## src/verilog/cskb_pkg.sv

```systemverilog
// ****************************************************************
// constants shared by the compare / skip / branch unit
// ****************************************************************
package cskb_pkg;
   localparam int DW = 8;
   localparam int RF_AW = 5;
   localparam int ST_AW = 8;
   localparam int PC_W = 16;
   localparam int IO_AW = 5;
   localparam int INS_W = 27;

   // instruction word fields
   localparam int INS_OP_LSB = 0;
   localparam int INS_RD_LSB = 5;
   localparam int INS_RR_LSB = 10;
   localparam int INS_BIT_LSB = 15;
   localparam int INS_K_LSB = 18;
   localparam int INS_TWO_WORD = 26;

   // opcodes: compares, skips, branches, stack, debug
   localparam logic [4:0] OP_COMPARE_REGS = 5'h00;
   localparam logic [4:0] OP_COMPARE_REGS_WITH_CARRY = 5'h01;
   localparam logic [4:0] OP_COMPARE_IMMEDIATE = 5'h02;
   localparam logic [4:0] OP_COMPARE_SKIP_EQUAL = 5'h03;
   localparam logic [4:0] OP_SKIP_REG_BIT_CLEAR = 5'h04;
   localparam logic [4:0] OP_SKIP_REG_BIT_SET = 5'h05;
   localparam logic [4:0] OP_SKIP_IO_BIT_CLEAR = 5'h06;
   localparam logic [4:0] OP_SKIP_IO_BIT_SET = 5'h07;
   localparam logic [4:0] OP_BRANCH_STATUS_BIT_SET = 5'h08;
   localparam logic [4:0] OP_BRANCH_STATUS_BIT_CLEAR = 5'h09;
   localparam logic [4:0] OP_BRANCH_EQUAL = 5'h0A;
   localparam logic [4:0] OP_BRANCH_NOT_EQUAL = 5'h0B;
   localparam logic [4:0] OP_BRANCH_CARRY_SET = 5'h0C;
   localparam logic [4:0] OP_BRANCH_CARRY_CLEAR = 5'h0D;
   localparam logic [4:0] OP_BRANCH_SAME_OR_HIGHER = 5'h0E;
   localparam logic [4:0] OP_BRANCH_LOWER = 5'h0F;
   localparam logic [4:0] OP_BRANCH_MINUS = 5'h10;
   localparam logic [4:0] OP_BRANCH_PLUS = 5'h11;
   localparam logic [4:0] OP_BRANCH_SIGNED_GE = 5'h12;
   localparam logic [4:0] OP_BRANCH_SIGNED_LT = 5'h13;
   localparam logic [4:0] OP_BRANCH_HALF_CARRY_SET = 5'h14;
   localparam logic [4:0] OP_BRANCH_TRANSFER_BIT_SET = 5'h15;
   localparam logic [4:0] OP_BRANCH_TRANSFER_BIT_CLEAR = 5'h16;
   localparam logic [4:0] OP_PUSH = 5'h17;
   localparam logic [4:0] OP_POP = 5'h18;
   localparam logic [4:0] OP_DEBUG_BREAK = 5'h19;

   // status_flag_register bit positions
   localparam int FLAG_C = 0;
   localparam int FLAG_Z = 1;
   localparam int FLAG_N = 2;
   localparam int FLAG_V = 3;
   localparam int FLAG_H = 5;
   localparam int FLAG_T = 6;

   // register word indices on the avalon slave
   localparam logic [3:0] REG_INSTR = 4'h0;
   localparam logic [3:0] REG_PC = 4'h1;
   localparam logic [3:0] REG_STATUS_FLAGS = 4'h2;
   localparam logic [3:0] REG_STACK_PTR = 4'h3;
   localparam logic [3:0] REG_GPR_SEL = 4'h4;
   localparam logic [3:0] REG_GPR_DATA = 4'h5;
   localparam logic [3:0] REG_CYCLES = 4'h6;
   localparam logic [3:0] REG_BUSY = 4'h7;

   // reset values and cycle counts
   localparam logic [15:0] PC_RST = 16'h0000;
   localparam logic [7:0] SP_RST = 8'hFF;
   localparam logic [7:0] FLAGS_RST = 8'h00;
   localparam logic [1:0] EXTRA_NONE = 2'h0;
   localparam logic [1:0] EXTRA_ONE = 2'h1;
   localparam logic [1:0] EXTRA_TWO = 2'h2;

   typedef enum logic [1:0] {ST_IDLE, ST_READ, ST_EXEC, ST_MORE} cskb_state_t;
endpackage

```

## src/verilog/cskb_mem.sv

```systemverilog
`timescale 1ns/1ps
// ****************************************************************
// small memory, one write port, two registered read ports
// ****************************************************************
module cskb_mem #(
   parameter int AW = 5,
   parameter int DW = 8
) (
   input wire logic clk,
   input wire logic en,
   input wire logic we,
   input wire logic [AW-1:0] waddr,
   input wire logic [DW-1:0] wdata,
   input wire logic [AW-1:0] ra_addr,
   output logic [DW-1:0] ra_data_q,
   input wire logic [AW-1:0] rb_addr,
   output logic [DW-1:0] rb_data_q
);
   logic [DW-1:0] mem [2**AW];

   // read data come a cycle after the address; write-first is not offered
   always_ff @(posedge clk)
   begin
      if (en)
      begin
         if (we)
            mem[waddr] <= wdata;
         ra_data_q <= mem[ra_addr];
         rb_data_q <= mem[rb_addr];
      end
   end
endmodule // cskb_mem

```

## src/verilog/cskb_cmp.sv

```systemverilog
`timescale 1ns/1ps
// ****************************************************************
// subtract without store, flags only
// ****************************************************************
module cskb_cmp (
   input wire logic [7:0] op_a,
   input wire logic [7:0] op_b,
   input wire logic carry_in,
   output logic flag_z,
   output logic flag_n,
   output logic flag_v,
   output logic flag_c,
   output logic flag_h
);
   logic [8:0] diff;
   logic [7:0] r;

   // borrow out of bit 7 is the carry, out of bit 3 the half carry
   assign diff = {1'h0, op_a} - {1'h0, op_b} - {8'h00, carry_in};
   assign r = diff[7:0];
   assign flag_z = (r == 8'h00);
   assign flag_n = r[7];
   assign flag_v = (op_a[7] & ~op_b[7] & ~r[7]) | (~op_a[7] & op_b[7] & r[7]);
   assign flag_c = diff[8];
   assign flag_h = (~op_a[3] & op_b[3]) | (op_b[3] & r[3]) | (r[3] & ~op_a[3]);
endmodule // cskb_cmp

```

## src/verilog/cskb_unit.sv

```systemverilog
// Our own choices: the register addresses and the Avalon-MM register port.
`timescale 1ns/1ps
// Summary of operation
// - equal registers skip next, flags untouched
// - compare subtracts, sets five flags, one cycle
// - carry compare also subtracts carry flag
// - register bit clear skips next instruction
// - register bit set skips next instruction
// - io bit clear skips next instruction
// - io bit set skips next instruction
// - status bit set branches relative
// - status bit clear branches relative
// - equal/not-equal branch on zero flag
// - carry set/clear branch on carry
// - same-or-higher/lower branch on carry
// - minus/plus branch on negative flag
// - signed branches on negative xor overflow
// - half carry set branches relative
// - transfer bit set/clear branches relative
// - push stores register, two cycles
// - pop loads register, two cycles
// - break only signals debug, flags kept
module cskb_unit (
   input wire logic core_clk,
   input wire logic rst,
   input wire logic clk_en,
   input wire logic [3:0] avs_address,
   input wire logic avs_read,
   input wire logic avs_write,
   input wire logic [31:0] avs_writedata,
   output logic [31:0] avs_readdata,
   output logic avs_waitrequest,
   output logic [4:0] io_addr,
   input wire logic [7:0] io_data,
   output logic debug_break
);
   // ****************************************************************
   // state
   // ****************************************************************
   cskb_pkg::cskb_state_t state_q, state_d;
   logic [26:0] instr_q;
   logic [15:0] pc_q, pc_d;
   logic [7:0] flags_q, flags_d;
   logic [7:0] sp_q;
   logic [4:0] gpr_sel_q;
   logic gpr_ok_q;
   logic [1:0] more_q, more_d;
   logic [3:0] cyc_q;
   logic ack_q;
   logic [31:0] rdata_q;
   logic brk_q;
   logic [4:0] io_addr_q;

   // ****************************************************************
   // bus decode
   // ****************************************************************
   logic req, take, is_idle, needs_idle, rd_gpr, ready_now;
   logic wr_instr, wr_pc, wr_flags, wr_sp, wr_sel, wr_gpr;
   logic [31:0] rmux;

   // a request is answered one cycle after it is seen, once ready
   assign req = avs_read | avs_write;
   assign avs_waitrequest = req & ~(ack_q & clk_en);
   assign take = req & ack_q & clk_en;
   assign is_idle = (state_q == cskb_pkg::ST_IDLE);
   assign rd_gpr = avs_read & (avs_address == cskb_pkg::REG_GPR_DATA);
   assign needs_idle = rd_gpr | (avs_write & (avs_address <= cskb_pkg::REG_STACK_PTR))
      | (avs_write & (avs_address == cskb_pkg::REG_GPR_DATA));
   // stalling here keeps software from racing the executing instruction
   assign ready_now = ~needs_idle | (is_idle & (~rd_gpr | gpr_ok_q));
   assign wr_instr = take & avs_write & (avs_address == cskb_pkg::REG_INSTR);
   assign wr_pc = take & avs_write & (avs_address == cskb_pkg::REG_PC);
   assign wr_flags = take & avs_write & (avs_address == cskb_pkg::REG_STATUS_FLAGS);
   assign wr_sp = take & avs_write & (avs_address == cskb_pkg::REG_STACK_PTR);
   assign wr_sel = take & avs_write & (avs_address == cskb_pkg::REG_GPR_SEL);
   assign wr_gpr = take & avs_write & (avs_address == cskb_pkg::REG_GPR_DATA);

   // ****************************************************************
   // instruction fields and operands
   // ****************************************************************
   logic [4:0] i_op, i_rd, i_rr;
   logic [2:0] i_bit;
   logic [7:0] i_k, rf_a, rf_b, st_q, op_b;
   logic i_two, ex, is_skip, is_branch, is_cmp, rf_we, st_we;
   logic [4:0] rf_waddr, rf_raddr;
   logic [7:0] rf_wdata, st_raddr;
   logic cmp_z, cmp_n, cmp_v, cmp_c, cmp_h;
   logic [15:0] br_target;

   assign i_op = instr_q[cskb_pkg::INS_OP_LSB +: 5];
   assign i_rd = instr_q[cskb_pkg::INS_RD_LSB +: 5];
   assign i_rr = instr_q[cskb_pkg::INS_RR_LSB +: 5];
   assign i_bit = instr_q[cskb_pkg::INS_BIT_LSB +: 3];
   assign i_k = instr_q[cskb_pkg::INS_K_LSB +: 8];
   assign i_two = instr_q[cskb_pkg::INS_TWO_WORD];
   assign ex = (state_q == cskb_pkg::ST_EXEC);
   assign is_cmp = (i_op <= cskb_pkg::OP_COMPARE_IMMEDIATE);
   assign is_skip = (i_op >= cskb_pkg::OP_COMPARE_SKIP_EQUAL)
      & (i_op <= cskb_pkg::OP_SKIP_IO_BIT_SET);
   assign is_branch = (i_op >= cskb_pkg::OP_BRANCH_STATUS_BIT_SET)
      & (i_op <= cskb_pkg::OP_BRANCH_TRANSFER_BIT_CLEAR);
   // immediate form compares against the k field
   assign op_b = (i_op == cskb_pkg::OP_COMPARE_IMMEDIATE) ? i_k : rf_b;
   // relative offset is a signed 7-bit value
   assign br_target = pc_q + {{9{i_k[6]}}, i_k[6:0]} + 16'h0001;

   // read port a serves software while idle, the rd operand otherwise
   assign rf_raddr = is_idle ? gpr_sel_q : i_rd;
   // pop lands in the register file in its second cycle
   assign rf_we = wr_gpr | ((state_q == cskb_pkg::ST_MORE) & (i_op == cskb_pkg::OP_POP));
   assign rf_waddr = wr_gpr ? gpr_sel_q : i_rd;
   assign rf_wdata = wr_gpr ? avs_writedata[7:0] : st_q;
   assign st_we = ex & (i_op == cskb_pkg::OP_PUSH);
   assign st_raddr = sp_q + 8'h01;

   cskb_mem #(.AW(cskb_pkg::RF_AW), .DW(cskb_pkg::DW)) u_regs (
      .clk(core_clk),
      .en(clk_en),
      .we(rf_we),
      .waddr(rf_waddr),
      .wdata(rf_wdata),
      .ra_addr(rf_raddr),
      .ra_data_q(rf_a),
      .rb_addr(i_rr),
      .rb_data_q(rf_b)
   );

   cskb_mem #(.AW(cskb_pkg::ST_AW), .DW(cskb_pkg::DW)) u_stack (
      .clk(core_clk),
      .en(clk_en),
      .we(st_we),
      .waddr(sp_q),
      .wdata(rf_a),
      .ra_addr(st_raddr),
      .ra_data_q(st_q),
      .rb_addr(st_raddr),
      .rb_data_q()
   );

   cskb_cmp u_cmp (
      .op_a(rf_a),
      .op_b(op_b),
      .carry_in((i_op == cskb_pkg::OP_COMPARE_REGS_WITH_CARRY) & flags_q[cskb_pkg::FLAG_C]),
      .flag_z(cmp_z),
      .flag_n(cmp_n),
      .flag_v(cmp_v),
      .flag_c(cmp_c),
      .flag_h(cmp_h)
   );

   // ****************************************************************
   // conditions
   // ****************************************************************
   // branch condition per opcode from the status flags
   function automatic logic br_cond(input logic [4:0] op, input logic [7:0] sr,
                                    input logic [2:0] sel);
      case (op)
         cskb_pkg::OP_BRANCH_STATUS_BIT_SET: br_cond = sr[sel];
         cskb_pkg::OP_BRANCH_STATUS_BIT_CLEAR: br_cond = ~sr[sel];
         cskb_pkg::OP_BRANCH_EQUAL: br_cond = sr[cskb_pkg::FLAG_Z];
         cskb_pkg::OP_BRANCH_NOT_EQUAL: br_cond = ~sr[cskb_pkg::FLAG_Z];
         cskb_pkg::OP_BRANCH_CARRY_SET: br_cond = sr[cskb_pkg::FLAG_C];
         cskb_pkg::OP_BRANCH_CARRY_CLEAR: br_cond = ~sr[cskb_pkg::FLAG_C];
         cskb_pkg::OP_BRANCH_SAME_OR_HIGHER: br_cond = ~sr[cskb_pkg::FLAG_C];
         cskb_pkg::OP_BRANCH_LOWER: br_cond = sr[cskb_pkg::FLAG_C];
         cskb_pkg::OP_BRANCH_MINUS: br_cond = sr[cskb_pkg::FLAG_N];
         cskb_pkg::OP_BRANCH_PLUS: br_cond = ~sr[cskb_pkg::FLAG_N];
         cskb_pkg::OP_BRANCH_SIGNED_GE:
            br_cond = ~(sr[cskb_pkg::FLAG_N] ^ sr[cskb_pkg::FLAG_V]);
         cskb_pkg::OP_BRANCH_SIGNED_LT:
            br_cond = sr[cskb_pkg::FLAG_N] ^ sr[cskb_pkg::FLAG_V];
         cskb_pkg::OP_BRANCH_HALF_CARRY_SET: br_cond = sr[cskb_pkg::FLAG_H];
         cskb_pkg::OP_BRANCH_TRANSFER_BIT_SET: br_cond = sr[cskb_pkg::FLAG_T];
         cskb_pkg::OP_BRANCH_TRANSFER_BIT_CLEAR: br_cond = ~sr[cskb_pkg::FLAG_T];
         default: br_cond = 1'h0;
      endcase
   endfunction

   logic skip_hit, br_hit;

   // skip tests: register pair, register bit, io bit
   always_comb
   begin
      case (i_op)
         cskb_pkg::OP_COMPARE_SKIP_EQUAL: skip_hit = (rf_a == rf_b);
         cskb_pkg::OP_SKIP_REG_BIT_CLEAR: skip_hit = ~rf_a[i_bit];
         cskb_pkg::OP_SKIP_REG_BIT_SET: skip_hit = rf_a[i_bit];
         cskb_pkg::OP_SKIP_IO_BIT_CLEAR: skip_hit = ~io_data[i_bit];
         cskb_pkg::OP_SKIP_IO_BIT_SET: skip_hit = io_data[i_bit];
         default: skip_hit = 1'h0;
      endcase
   end
   assign br_hit = is_branch & br_cond(i_op, flags_q, i_bit);

   // ****************************************************************
   // execute decisions
   // ****************************************************************
   // program counter, flags and extra cycles decided in the first cycle
   always_comb
   begin
      pc_d = pc_q + 16'h0001;
      more_d = cskb_pkg::EXTRA_NONE;
      flags_d = flags_q;
      if (is_skip & skip_hit)
      begin
         pc_d = pc_q + (i_two ? 16'h0003 : 16'h0002);
         more_d = i_two ? cskb_pkg::EXTRA_TWO : cskb_pkg::EXTRA_ONE;
      end
      else if (br_hit)
      begin
         pc_d = br_target;
         more_d = cskb_pkg::EXTRA_ONE;
      end
      else if ((i_op == cskb_pkg::OP_PUSH) | (i_op == cskb_pkg::OP_POP))
         more_d = cskb_pkg::EXTRA_ONE;
      if (is_cmp)
      begin
         flags_d[cskb_pkg::FLAG_Z] = cmp_z;
         flags_d[cskb_pkg::FLAG_N] = cmp_n;
         flags_d[cskb_pkg::FLAG_V] = cmp_v;
         flags_d[cskb_pkg::FLAG_C] = cmp_c;
         flags_d[cskb_pkg::FLAG_H] = cmp_h;
      end
   end

   // sequencer: idle, operand read, first cycle, extra cycles
   always_comb
   begin
      case (state_q)
         cskb_pkg::ST_IDLE: state_d = wr_instr ? cskb_pkg::ST_READ : cskb_pkg::ST_IDLE;
         cskb_pkg::ST_READ: state_d = cskb_pkg::ST_EXEC;
         cskb_pkg::ST_EXEC:
            state_d = (more_d == cskb_pkg::EXTRA_NONE) ? cskb_pkg::ST_IDLE : cskb_pkg::ST_MORE;
         cskb_pkg::ST_MORE:
            state_d = (more_q == cskb_pkg::EXTRA_ONE) ? cskb_pkg::ST_IDLE : cskb_pkg::ST_MORE;
         default: state_d = cskb_pkg::ST_IDLE;
      endcase
   end

   // ****************************************************************
   // registers
   // ****************************************************************
   // control flow state
   always_ff @(posedge core_clk)
   begin
      if (rst)
      begin
         state_q <= cskb_pkg::ST_IDLE;
         more_q <= cskb_pkg::EXTRA_NONE;
         cyc_q <= 4'h0;
         brk_q <= 1'h0;
      end
      else if (clk_en)
      begin
         state_q <= state_d;
         more_q <= ex ? more_d : more_q - {1'h0, state_q == cskb_pkg::ST_MORE};
         cyc_q <= wr_instr ? 4'h0 : cyc_q + {3'h0, ex | (state_q == cskb_pkg::ST_MORE)};
         brk_q <= ex & (i_op == cskb_pkg::OP_DEBUG_BREAK);
      end
   end

   // architectural state, software writes only while idle
   always_ff @(posedge core_clk)
   begin
      if (rst)
      begin
         pc_q <= cskb_pkg::PC_RST;
         flags_q <= cskb_pkg::FLAGS_RST;
         sp_q <= cskb_pkg::SP_RST;
      end
      else if (clk_en)
      begin
         pc_q <= wr_pc ? avs_writedata[15:0] : (ex ? pc_d : pc_q);
         flags_q <= wr_flags ? avs_writedata[7:0] : (ex ? flags_d : flags_q);
         if (wr_sp)
            sp_q <= avs_writedata[7:0];
         else if (st_we)
            sp_q <= sp_q - 8'h01;
         else if (ex & (i_op == cskb_pkg::OP_POP))
            sp_q <= st_raddr;
      end
   end

   // bus side registers
   always_ff @(posedge core_clk)
   begin
      if (rst)
      begin
         instr_q <= 27'h0000000;
         gpr_sel_q <= 5'h00;
         gpr_ok_q <= 1'h0;
         ack_q <= 1'h0;
         rdata_q <= 32'h00000000;
         io_addr_q <= 5'h00;
      end
      else if (clk_en)
      begin
         if (wr_instr)
         begin
            instr_q <= avs_writedata[26:0];
            io_addr_q <= avs_writedata[cskb_pkg::INS_RD_LSB +: 5];
         end
         if (wr_sel)
            gpr_sel_q <= avs_writedata[4:0];
         // read port data are stale for a cycle after any change
         gpr_ok_q <= ~(wr_sel | rf_we | ~is_idle);
         ack_q <= req & ~ack_q & ready_now;
         if (req & ~ack_q & ready_now)
            rdata_q <= rmux;
      end
   end

   // read multiplexer, unmapped words read zero
   always_comb
   begin
      case (avs_address)
         cskb_pkg::REG_INSTR: rmux = {5'h00, instr_q};
         cskb_pkg::REG_PC: rmux = {16'h0000, pc_q};
         cskb_pkg::REG_STATUS_FLAGS: rmux = {24'h000000, flags_q};
         cskb_pkg::REG_STACK_PTR: rmux = {24'h000000, sp_q};
         cskb_pkg::REG_GPR_SEL: rmux = {27'h0000000, gpr_sel_q};
         cskb_pkg::REG_GPR_DATA: rmux = {24'h000000, rf_a};
         cskb_pkg::REG_CYCLES: rmux = {28'h0000000, cyc_q};
         cskb_pkg::REG_BUSY: rmux = {31'h00000000, ~is_idle};
         default: rmux = 32'h00000000;
      endcase
   end

   assign avs_readdata = rdata_q;
   assign io_addr = io_addr_q;
   assign debug_break = brk_q;
endmodule // cskb_unit

```

## config.mk

```make
export PLATFORM = sky130hd
export DESIGN_NAME = cskb_unit
export DESIGN_NICKNAME = d
export VERILOG_FILES = /design/src/verilog/cskb_pkg.sv /design/src/verilog/cskb_mem.sv /design/src/verilog/cskb_cmp.sv /design/src/verilog/cskb_unit.sv
export SDC_FILE = /design/constraint.sdc
export NUM_CORES = 2
export LEC_CHECK = 0
export BUFFER_PORTS_ARGS = -buffer_cell sky130_fd_sc_hd__buf_4
export CAP_MARGIN = 40
export CELL_PAD_IN_SITES_DETAIL_PLACEMENT = 0
export CELL_PAD_IN_SITES_GLOBAL_PLACEMENT = 1
export CORE_UTILIZATION = 60
export CTS_CLUSTER_DIAMETER = 150
export DETAILED_ROUTE_END_ITERATION = 8
export PLACE_DENSITY_LB_ADDON = 0.08
export SYNTH_ARGS = -nofsm -noshare
export SYNTH_HDL_FRONTEND = slang
export SYNTH_SLANG_ARGS = --single-unit
```

## constraint.sdc

```tcl
create_clock -name core_clk -period 12.14 [get_ports core_clk]
set_input_delay 1.821 -clock core_clk [delete_from_list [all_inputs] [get_ports core_clk]]
set_output_delay 1.821 -clock core_clk [all_outputs]
set_load 0.02 [all_outputs]
```

### After elaboration in Yosys (flattened, before gate mapping)

Memories as Yosys holds them, arrays and structs flattened. A register that Yosys moved wholly into a read port is not among the register bits.
Index checks and enable logic that the tools add are counted.
W data, S select, Z words.

* bitwise gates (word level): 65
* equality and inequality tests: 37
* muxes and demuxes: 41
* reductions and logical operators: 17
* $lt $le $gt $ge: 7
* $add $sub $neg: 10

Operators by type and width (count)
* $pmux W27 S8: 1
* $mux W16: 4
* $eq A5 B5 Y1 const B: 10
* $mux W8: 6
* $eq A5 B4 Y1 const B: 8
* $and A1 B1 Y1: 33
* $add A16 B1 Y16 const B: 2
* $eq A5 B3 Y1 const B: 4
* $not A1 Y1: 18
* $add A16 B16 Y16: 1
* $add A16 B2 Y16: 1
* $eq A4 B3 Y1 const B: 4
* $mux W1: 14
* $or A1 B1 Y1: 13
* $pmux W1 S13: 1
* $reduce_and A2 Y1: 6
* $eq A5 B2 Y1 const B: 2
* $mux W2: 5
* $mux W5: 2
* $bmux W1 S3: 3
* $sub A8 B8 Y9: 1
* $sub A9 B1 Y9: 1
* $add A8 B1 Y8 const B: 1
* $eq A4 B2 Y1 const B: 2
* 27 further kinds: 34

* flip-flop bits (word level): 112
* memories: 2
* logic and storage cells: 193
* memory bits (writable): 2304
* output and inout port bits: 39
* input bits: 49

Memory list
* u_stack.mem: words 256, width 8, rd ports 1, clocked after Yosys merged registers in 1, wr ports 1, RTL line cskb_mem.sv:19 `logic [DW-1:0] mem [2**AW];`
* u_regs.mem: words 32, width 8, rd ports 2, clocked after Yosys merged registers in 2, wr ports 1, RTL line cskb_mem.sv:19

### Longest topological paths before layout

* word-level depth: 10
* depth in mapped cells: 17
* mapped depth without buffers: 15

### Cells and area by module

From an unflattened synthesis, not the netlist that was laid out.

* cell total of the unflattened synthesis: 6737
* area total of the unflattened synthesis: 116720.7 um2

Modules (own cells, without submodules)
* cskb_mem at u_stack: seq. area each 61979.4 um2, instances 1, area an instance 96497.5 um2, cells an instance 5198
* cskb_mem at u_regs: seq. area each 8167.8 um2, instances 1, area an instance 12384.4 um2, cells an instance 533
* cskb_unit: seq. area each 2042.0 um2, instances 1, area an instance 7289.5 um2, cells an instance 933
* cskb_cmp: seq. area each 0.0 um2, instances 1, area an instance 549.3 um2, cells an instance 73

### Worst setup path before layout

OpenSTA, ideal clock, no wires.

* path kind: reg2reg
* start point: register u_regs.ra_data_q[0] (read register of u_regs.mem)
* end point: register flags_q[3]
* stages on the path, launching flop included: 13
* arrival time: 5869 ps
* path slack: 6153 ps
* period minus slack after synthesis: 5987 ps
* buffers on the path: 0
* library setup time: 117 ps
* cell sequence: edfxtp_1 -> inv_1 -> fa_1 -> inv_1 -> ha_1 -> nand2_1 -> a21boi_0 -> o21ai_0 -> a21boi_0 -> o21ai_0 -> a21boi_0 -> or4_1 -> a32o_1

* longest elaborated chain between the ends: 8
* elaborated cells on any way between the ends: 9

RTL lines
* from (decl): RTL line cskb_mem.sv:15 `output logic [DW-1:0] ra_data_q,`
* $sub A8 B8 Y9 (*): RTL line cskb_cmp.sv:19 `assign diff = {1'h0, op_a} - {1'h0, op_b} - {8'h00, carry_in};`
* $sub A9 B1 Y9 (*): RTL line cskb_cmp.sv:19
* $not A1 Y1: RTL line cskb_cmp.sv:23 `assign flag_v = (op_a[7] & ~op_b[7] & ~r[7]) | (~op_a[7] & op_b[7] & r[7]);`
* $and A1 B1 Y1: RTL line cskb_cmp.sv:23
* $or A1 B1 Y1 (*): RTL line cskb_cmp.sv:23
* $mux W4 (*): RTL line cskb_unit.sv:216 `if (is_cmp)`
* $mux W6 (*): RTL line cskb_unit.sv:274 `flags_q <= wr_flags ? avs_writedata[7:0] : (ex ? flags_d : flags_q);`
* $mux W8 (*): RTL line cskb_unit.sv:274
* to (signal assigned): RTL line cskb_unit.sv:268 `flags_q <= cskb_pkg::FLAGS_RST;`
* to (signal assigned): RTL line cskb_unit.sv:274
* to (decl): RTL line cskb_unit.sv:43 `logic [7:0] flags_q, flags_d;`

Every way passes the cells marked *; elsewhere a longest branch is shown, timed or not. The select of a mux whose other input is x is not followed.
A chain may end at the register's enable or synchronous reset.

### Final worst setup path

* start point: register sp_q[0]
* end point: register u_stack.ra_data_q[7] (read register of u_stack.mem), data pin

* longest elaborated chain between the ends: 1

RTL lines
* from (decl): RTL line cskb_unit.sv:44 `logic [7:0] sp_q;`
* from (signal assigned): RTL line cskb_unit.sv:269 `sp_q <= cskb_pkg::SP_RST;`
* from (signal assigned): RTL line cskb_unit.sv:276 `sp_q <= avs_writedata[7:0];`
* from (signal assigned): RTL line cskb_unit.sv:278 `sp_q <= sp_q - 8'h01;`
* $add A8 B1 Y8: RTL line cskb_unit.sv:114 `assign st_raddr = sp_q + 8'h01;`
* to (decl): RTL line cskb_mem.sv:15

No other way between the ends.

==> results.md <==
- Count of final setup violators: 0
- Clk buf depth: 3
- Share of async-settable or async-resettable flops after synthesis: 0
- # resized after CTS: 0
- Req. time, crit path: about 13 ns
- Power per Cell Area: around 150 nW/um2
- Worst path arrival time: ~7.0 ns
- Detail Placement HPWL: ~140 mm
- Fin area: ~110,000 um2
- # rows: roughly 150
- First-pass GRT wire length: 348 mm
- Num CTS Buffers: about 230
- Post-Route WL: about 240 mm
- Period Utilization, post-route: 0.524
- Post-CTS setup buffer count: 0
- Most area-consuming cells after synthesis: edfxtp_1 70%, mux4_2 19%, dfxtp_1 2.1%
- Die Y: 409 um
- DRC violations left: 0
- Post-synthesis mux area share: 0.194
- Drt pass-1 iters: 6
- GRT Util Overall: 0.291
- Xor/xnor share of the synthesized area: 0.00423
- Peak supply drop: roughly 0.18 mV
- Crit. End Element: flip-flop
- Critical path's top delay family: buffers and inverters
- DRT iter0 DRCs: roughly 6,000
- Outcome: complete, no violations
- Crit Path Class: reg2reg
- Number of synthesized register bits: 2,430
- Cell taking the most area after synthesis: edfxtp_1
- Max cap viols: 0
- Post-Synth Simple-Gate Area: 0.0379
- Post-synthesis cell count: 4,929
- Buf/Inv on CP: 7
- IO Pins: 88
- Worst stage delay on the critical path: 0.85 ns
- Vias per std cell: approximately 6.7
- Wire per inst: approximately 32 um
- Post-synth EDFFs: between 2,000 and 2,500
- Clk slew on worst S/H paths: approximately 0.07 ns
- Max FO, Critical Path: slightly above 90
- CTS Sinks: between 2,000 and 2,500
- Global route overflow: 0
- H-Tree Depth: 4
- Yosys top cell area share: 0.704
- Final antenna-violating net count: 0
- Core area: approximately 160,000 um2
- Startpoint types: flip-flop
- Final Wtd Congestion: between 0.8 and 0.9
- Leakage: 34.9 nW
- Synth warn: 0
- Most used cell, CP: mux4_2
- Register area share after synthesis: 0.725
- Pin count of the biggest net entering global routing: approximately 220
- RSZ-0062 raised after global routing: false
- Hold Violations, Final: 0
- Final Slew Violations: 0
- Initial cell density of the core: 0.607
- Die area: 167,000 um2
- Max Clock Freq: approximately 0.16 GHz
- Setup Total Neg Slack: 0 ns
- CP max stage cell: dfxtp_4
- Port bufs: just under 80
- Hold_buf cts: 0
- CTS root buffer: clkbuf_16
- # diodes: 0
- Compound-gate portion of the synthesized area: 0.0187
- Vias: 49,670
- Layout net count: 5,167
- Min Hold Slack: 0.451 ns
- Synth Area in Adders: 0.00577
- Largest family of logic cells by synthesized area: multiplexers
- Synth Flop Type: edfxtp_1
- Clk_lat worst skew: roughly 0.87 ns
- DP Area: 103,000 um2
- Final worst path period need: 6.37 ns
- Die X: 409 um
- Mapped Area: between 90,000 and 100,000 um2
- Initial antenna violation count: 1
- P&R area growth vs syn: 11.5%
- Setup Skew: 0.0285 ns
- Hold WC Path Type: reg2reg
- TritonCTS clock tree: built
- CP Cell Sequence: buf_4 > buf_16 > buf_4 > buf_16 > buf_12 > buf_4 > buf_16 > mux4_2 > mux4_2 > mux4_2 > mux4_2
- Worst-Margin Slew: around 1.1 ns
- Vias in the first global route: roughly 50,000
- Mapped Avg Cell Area: slightly above 20 um2
- Unique cell type count in the Yosys netlist: 69
- Slew margin rel.: 0.270
- Layout cell share with drive strength beyond 1: 0.274
==> synthesized netlist by cell type, types with 4 or more instances <==
| cell type | number |
|---|---|
| edfxtp_1 | 2328 |
| mux4_2 | 829 |
| nor2_1 | 368 |
| nand2_1 | 268 |
| clkbuf_1 | 212 |
| dfxtp_1 | 102 |
| a21oi_1 | 99 |
| nand3_1 | 69 |
| o21ai_0 | 62 |
| buf_2 | 55 |
| nor3_1 | 45 |
| inv_1 | 43 |
| ha_1 | 41 |
| buf_1 | 34 |
| mux2i_1 | 31 |
| xnor2_1 | 29 |
| mux2_2 | 24 |
| nand4_1 | 20 |
| xor2_1 | 19 |
| a211oi_1 | 18 |
| and3_1 | 17 |
| nand2b_1 | 17 |
| a221oi_1 | 16 |
| o211ai_1 | 16 |
| nor2b_1 | 14 |
| buf_4 | 13 |
| or3_1 | 11 |
| a31oi_1 | 8 |
| nand3b_1 | 8 |
| a21o_1 | 7 |
| a22oi_1 | 7 |
| and2_1 | 7 |
| or2_2 | 7 |
| a21boi_0 | 6 |
| a211o_1 | 5 |
| a22o_1 | 5 |
| a311oi_1 | 5 |
| nor3b_1 | 5 |
| o21a_1 | 5 |
| a222oi_1 | 4 |
| and4_1 | 4 |
| nor4_1 | 4 |
| o31ai_1 | 4 |
| or4_1 | 4 |
==> tightest hold or removal path, stage by stage (launching register included) <==
cell and delay [ns]:
dfxtp_1 0.31, nand2_1 0.05, a21oi_1 0.05
==> cells in the final DEF, fill, tap and decap left out, types with 14 or more instances in the layout <==
| master | synthesis | final |
|---|---|---|
| edfxtp_1 | 2328 | 2328 |
| mux4_2 | 829 | 829 |
| nor2_1 | 368 | 368 |
| nand2_1 | 268 | 260 |
| clkbuf_16 | 0 | 238 |
| buf_4 | 13 | 181 |
| a21oi_1 | 99 | 99 |
| dfxtp_1 | 102 | 99 |
| nand3_1 | 69 | 68 |
| o21ai_0 | 62 | 62 |
| clkbuf_1 | 212 | 50 |
| clkinv_1 | 0 | 45 |
| nor3_1 | 45 | 43 |
| inv_1 | 43 | 43 |
| clkinv_2 | 0 | 42 |
| ha_1 | 41 | 40 |
| bufinv_16 | 0 | 29 |
| mux2i_1 | 31 | 27 |
| xnor2_1 | 29 | 26 |
| mux2_2 | 24 | 24 |
| nand4_1 | 20 | 20 |
| xor2_1 | 19 | 18 |
| a211oi_1 | 18 | 18 |
| and3_1 | 17 | 17 |
| nand2b_1 | 17 | 17 |
| o211ai_1 | 16 | 16 |
| a221oi_1 | 16 | 16 |
| buf_16 | 0 | 16 |
| nor2b_1 | 14 | 14 |
| buf_12 | 0 | 14 |
==> power breakdown <==
part	switching, mW	internal [mW]
sequential	0.0115	9.13
combinational	0.185	0.0838
clock	3.06	4.21
==> flip-flops by register name, indices dropped and copies added (netlist names) <==
name,count
u_stack.ra_data_q,8
more_q,2
instr_q,27
ack_q,1
u_stack.mem,2048
flags_q,8
gpr_sel_q,5
u_regs.ra_data_q,8
avs_readdata,27
state_q,2
cyc_q,4
u_regs.mem,256
u_regs.rb_data_q,8
gpr_ok_q,1
sp_q,8
pc_q,16
debug_break,1
==> layer usage <==
layer | share of wire | global-route usage
met5 | 0 | 0
met3 | 0.078 | 0.0462
met2 | 0.48 | 0.453
met1 | 0.41 | 0.433
met4 | 0.028 | 0.0847
==> final timing paths <==
kind                            startpoint                        endpoint  slack, ns  cells after the start
min          avs_readdata[21]$_SDFFE_PP0P_   avs_readdata[21]$_SDFFE_PP0P_       0.45                      2
max                   sp_q[0]$_SDFFE_PP1P_  u_stack.ra_data_q[7]$_DFFE_PP_       5.77                     11
max reg2reg           sp_q[0]$_SDFFE_PP1P_  u_stack.ra_data_q[7]$_DFFE_PP_       5.77                     11
min reg2reg  avs_readdata[21]$_SDFFE_PP0P_   avs_readdata[21]$_SDFFE_PP0P_       0.45                      2
==> area by class of cell <==
class	instances	area, um2
clock buffers	295	6210
flip-flops and latches	2430	72000
fillers	10524	52800
inverters	43	161
multi-input cells	2145	26000
clock inverters	133	1420
repair buffers	222	2220
well taps	2175	2720
==> logic make-up (layout without fill, tap and decap cells) <==
logic type      Yosys count  after routing
simple gates            872            872
fa+ha+maj                44             44
flops                  2430           2430
mux                     884            884
other cells               1              5
buf+inv                 358            693
compound gates          292            292
xor+xnor                 48             48
==> per-stage QoR <==
stage	setup slack, ns	utilization	std cells	power (mW)
global route	5.36	0.677	7443	17.1
CTS	5.67	0.677	7441	16.8
floorplan	6.15	-	4933	9.48
detailed placement	5.69	0.630	7013	9.59
global placement	5.10	0.625	6960	9.57
finish	5.77	0.677	7443	16.7
No activity file was read; power rests on OpenSTA's default activity.
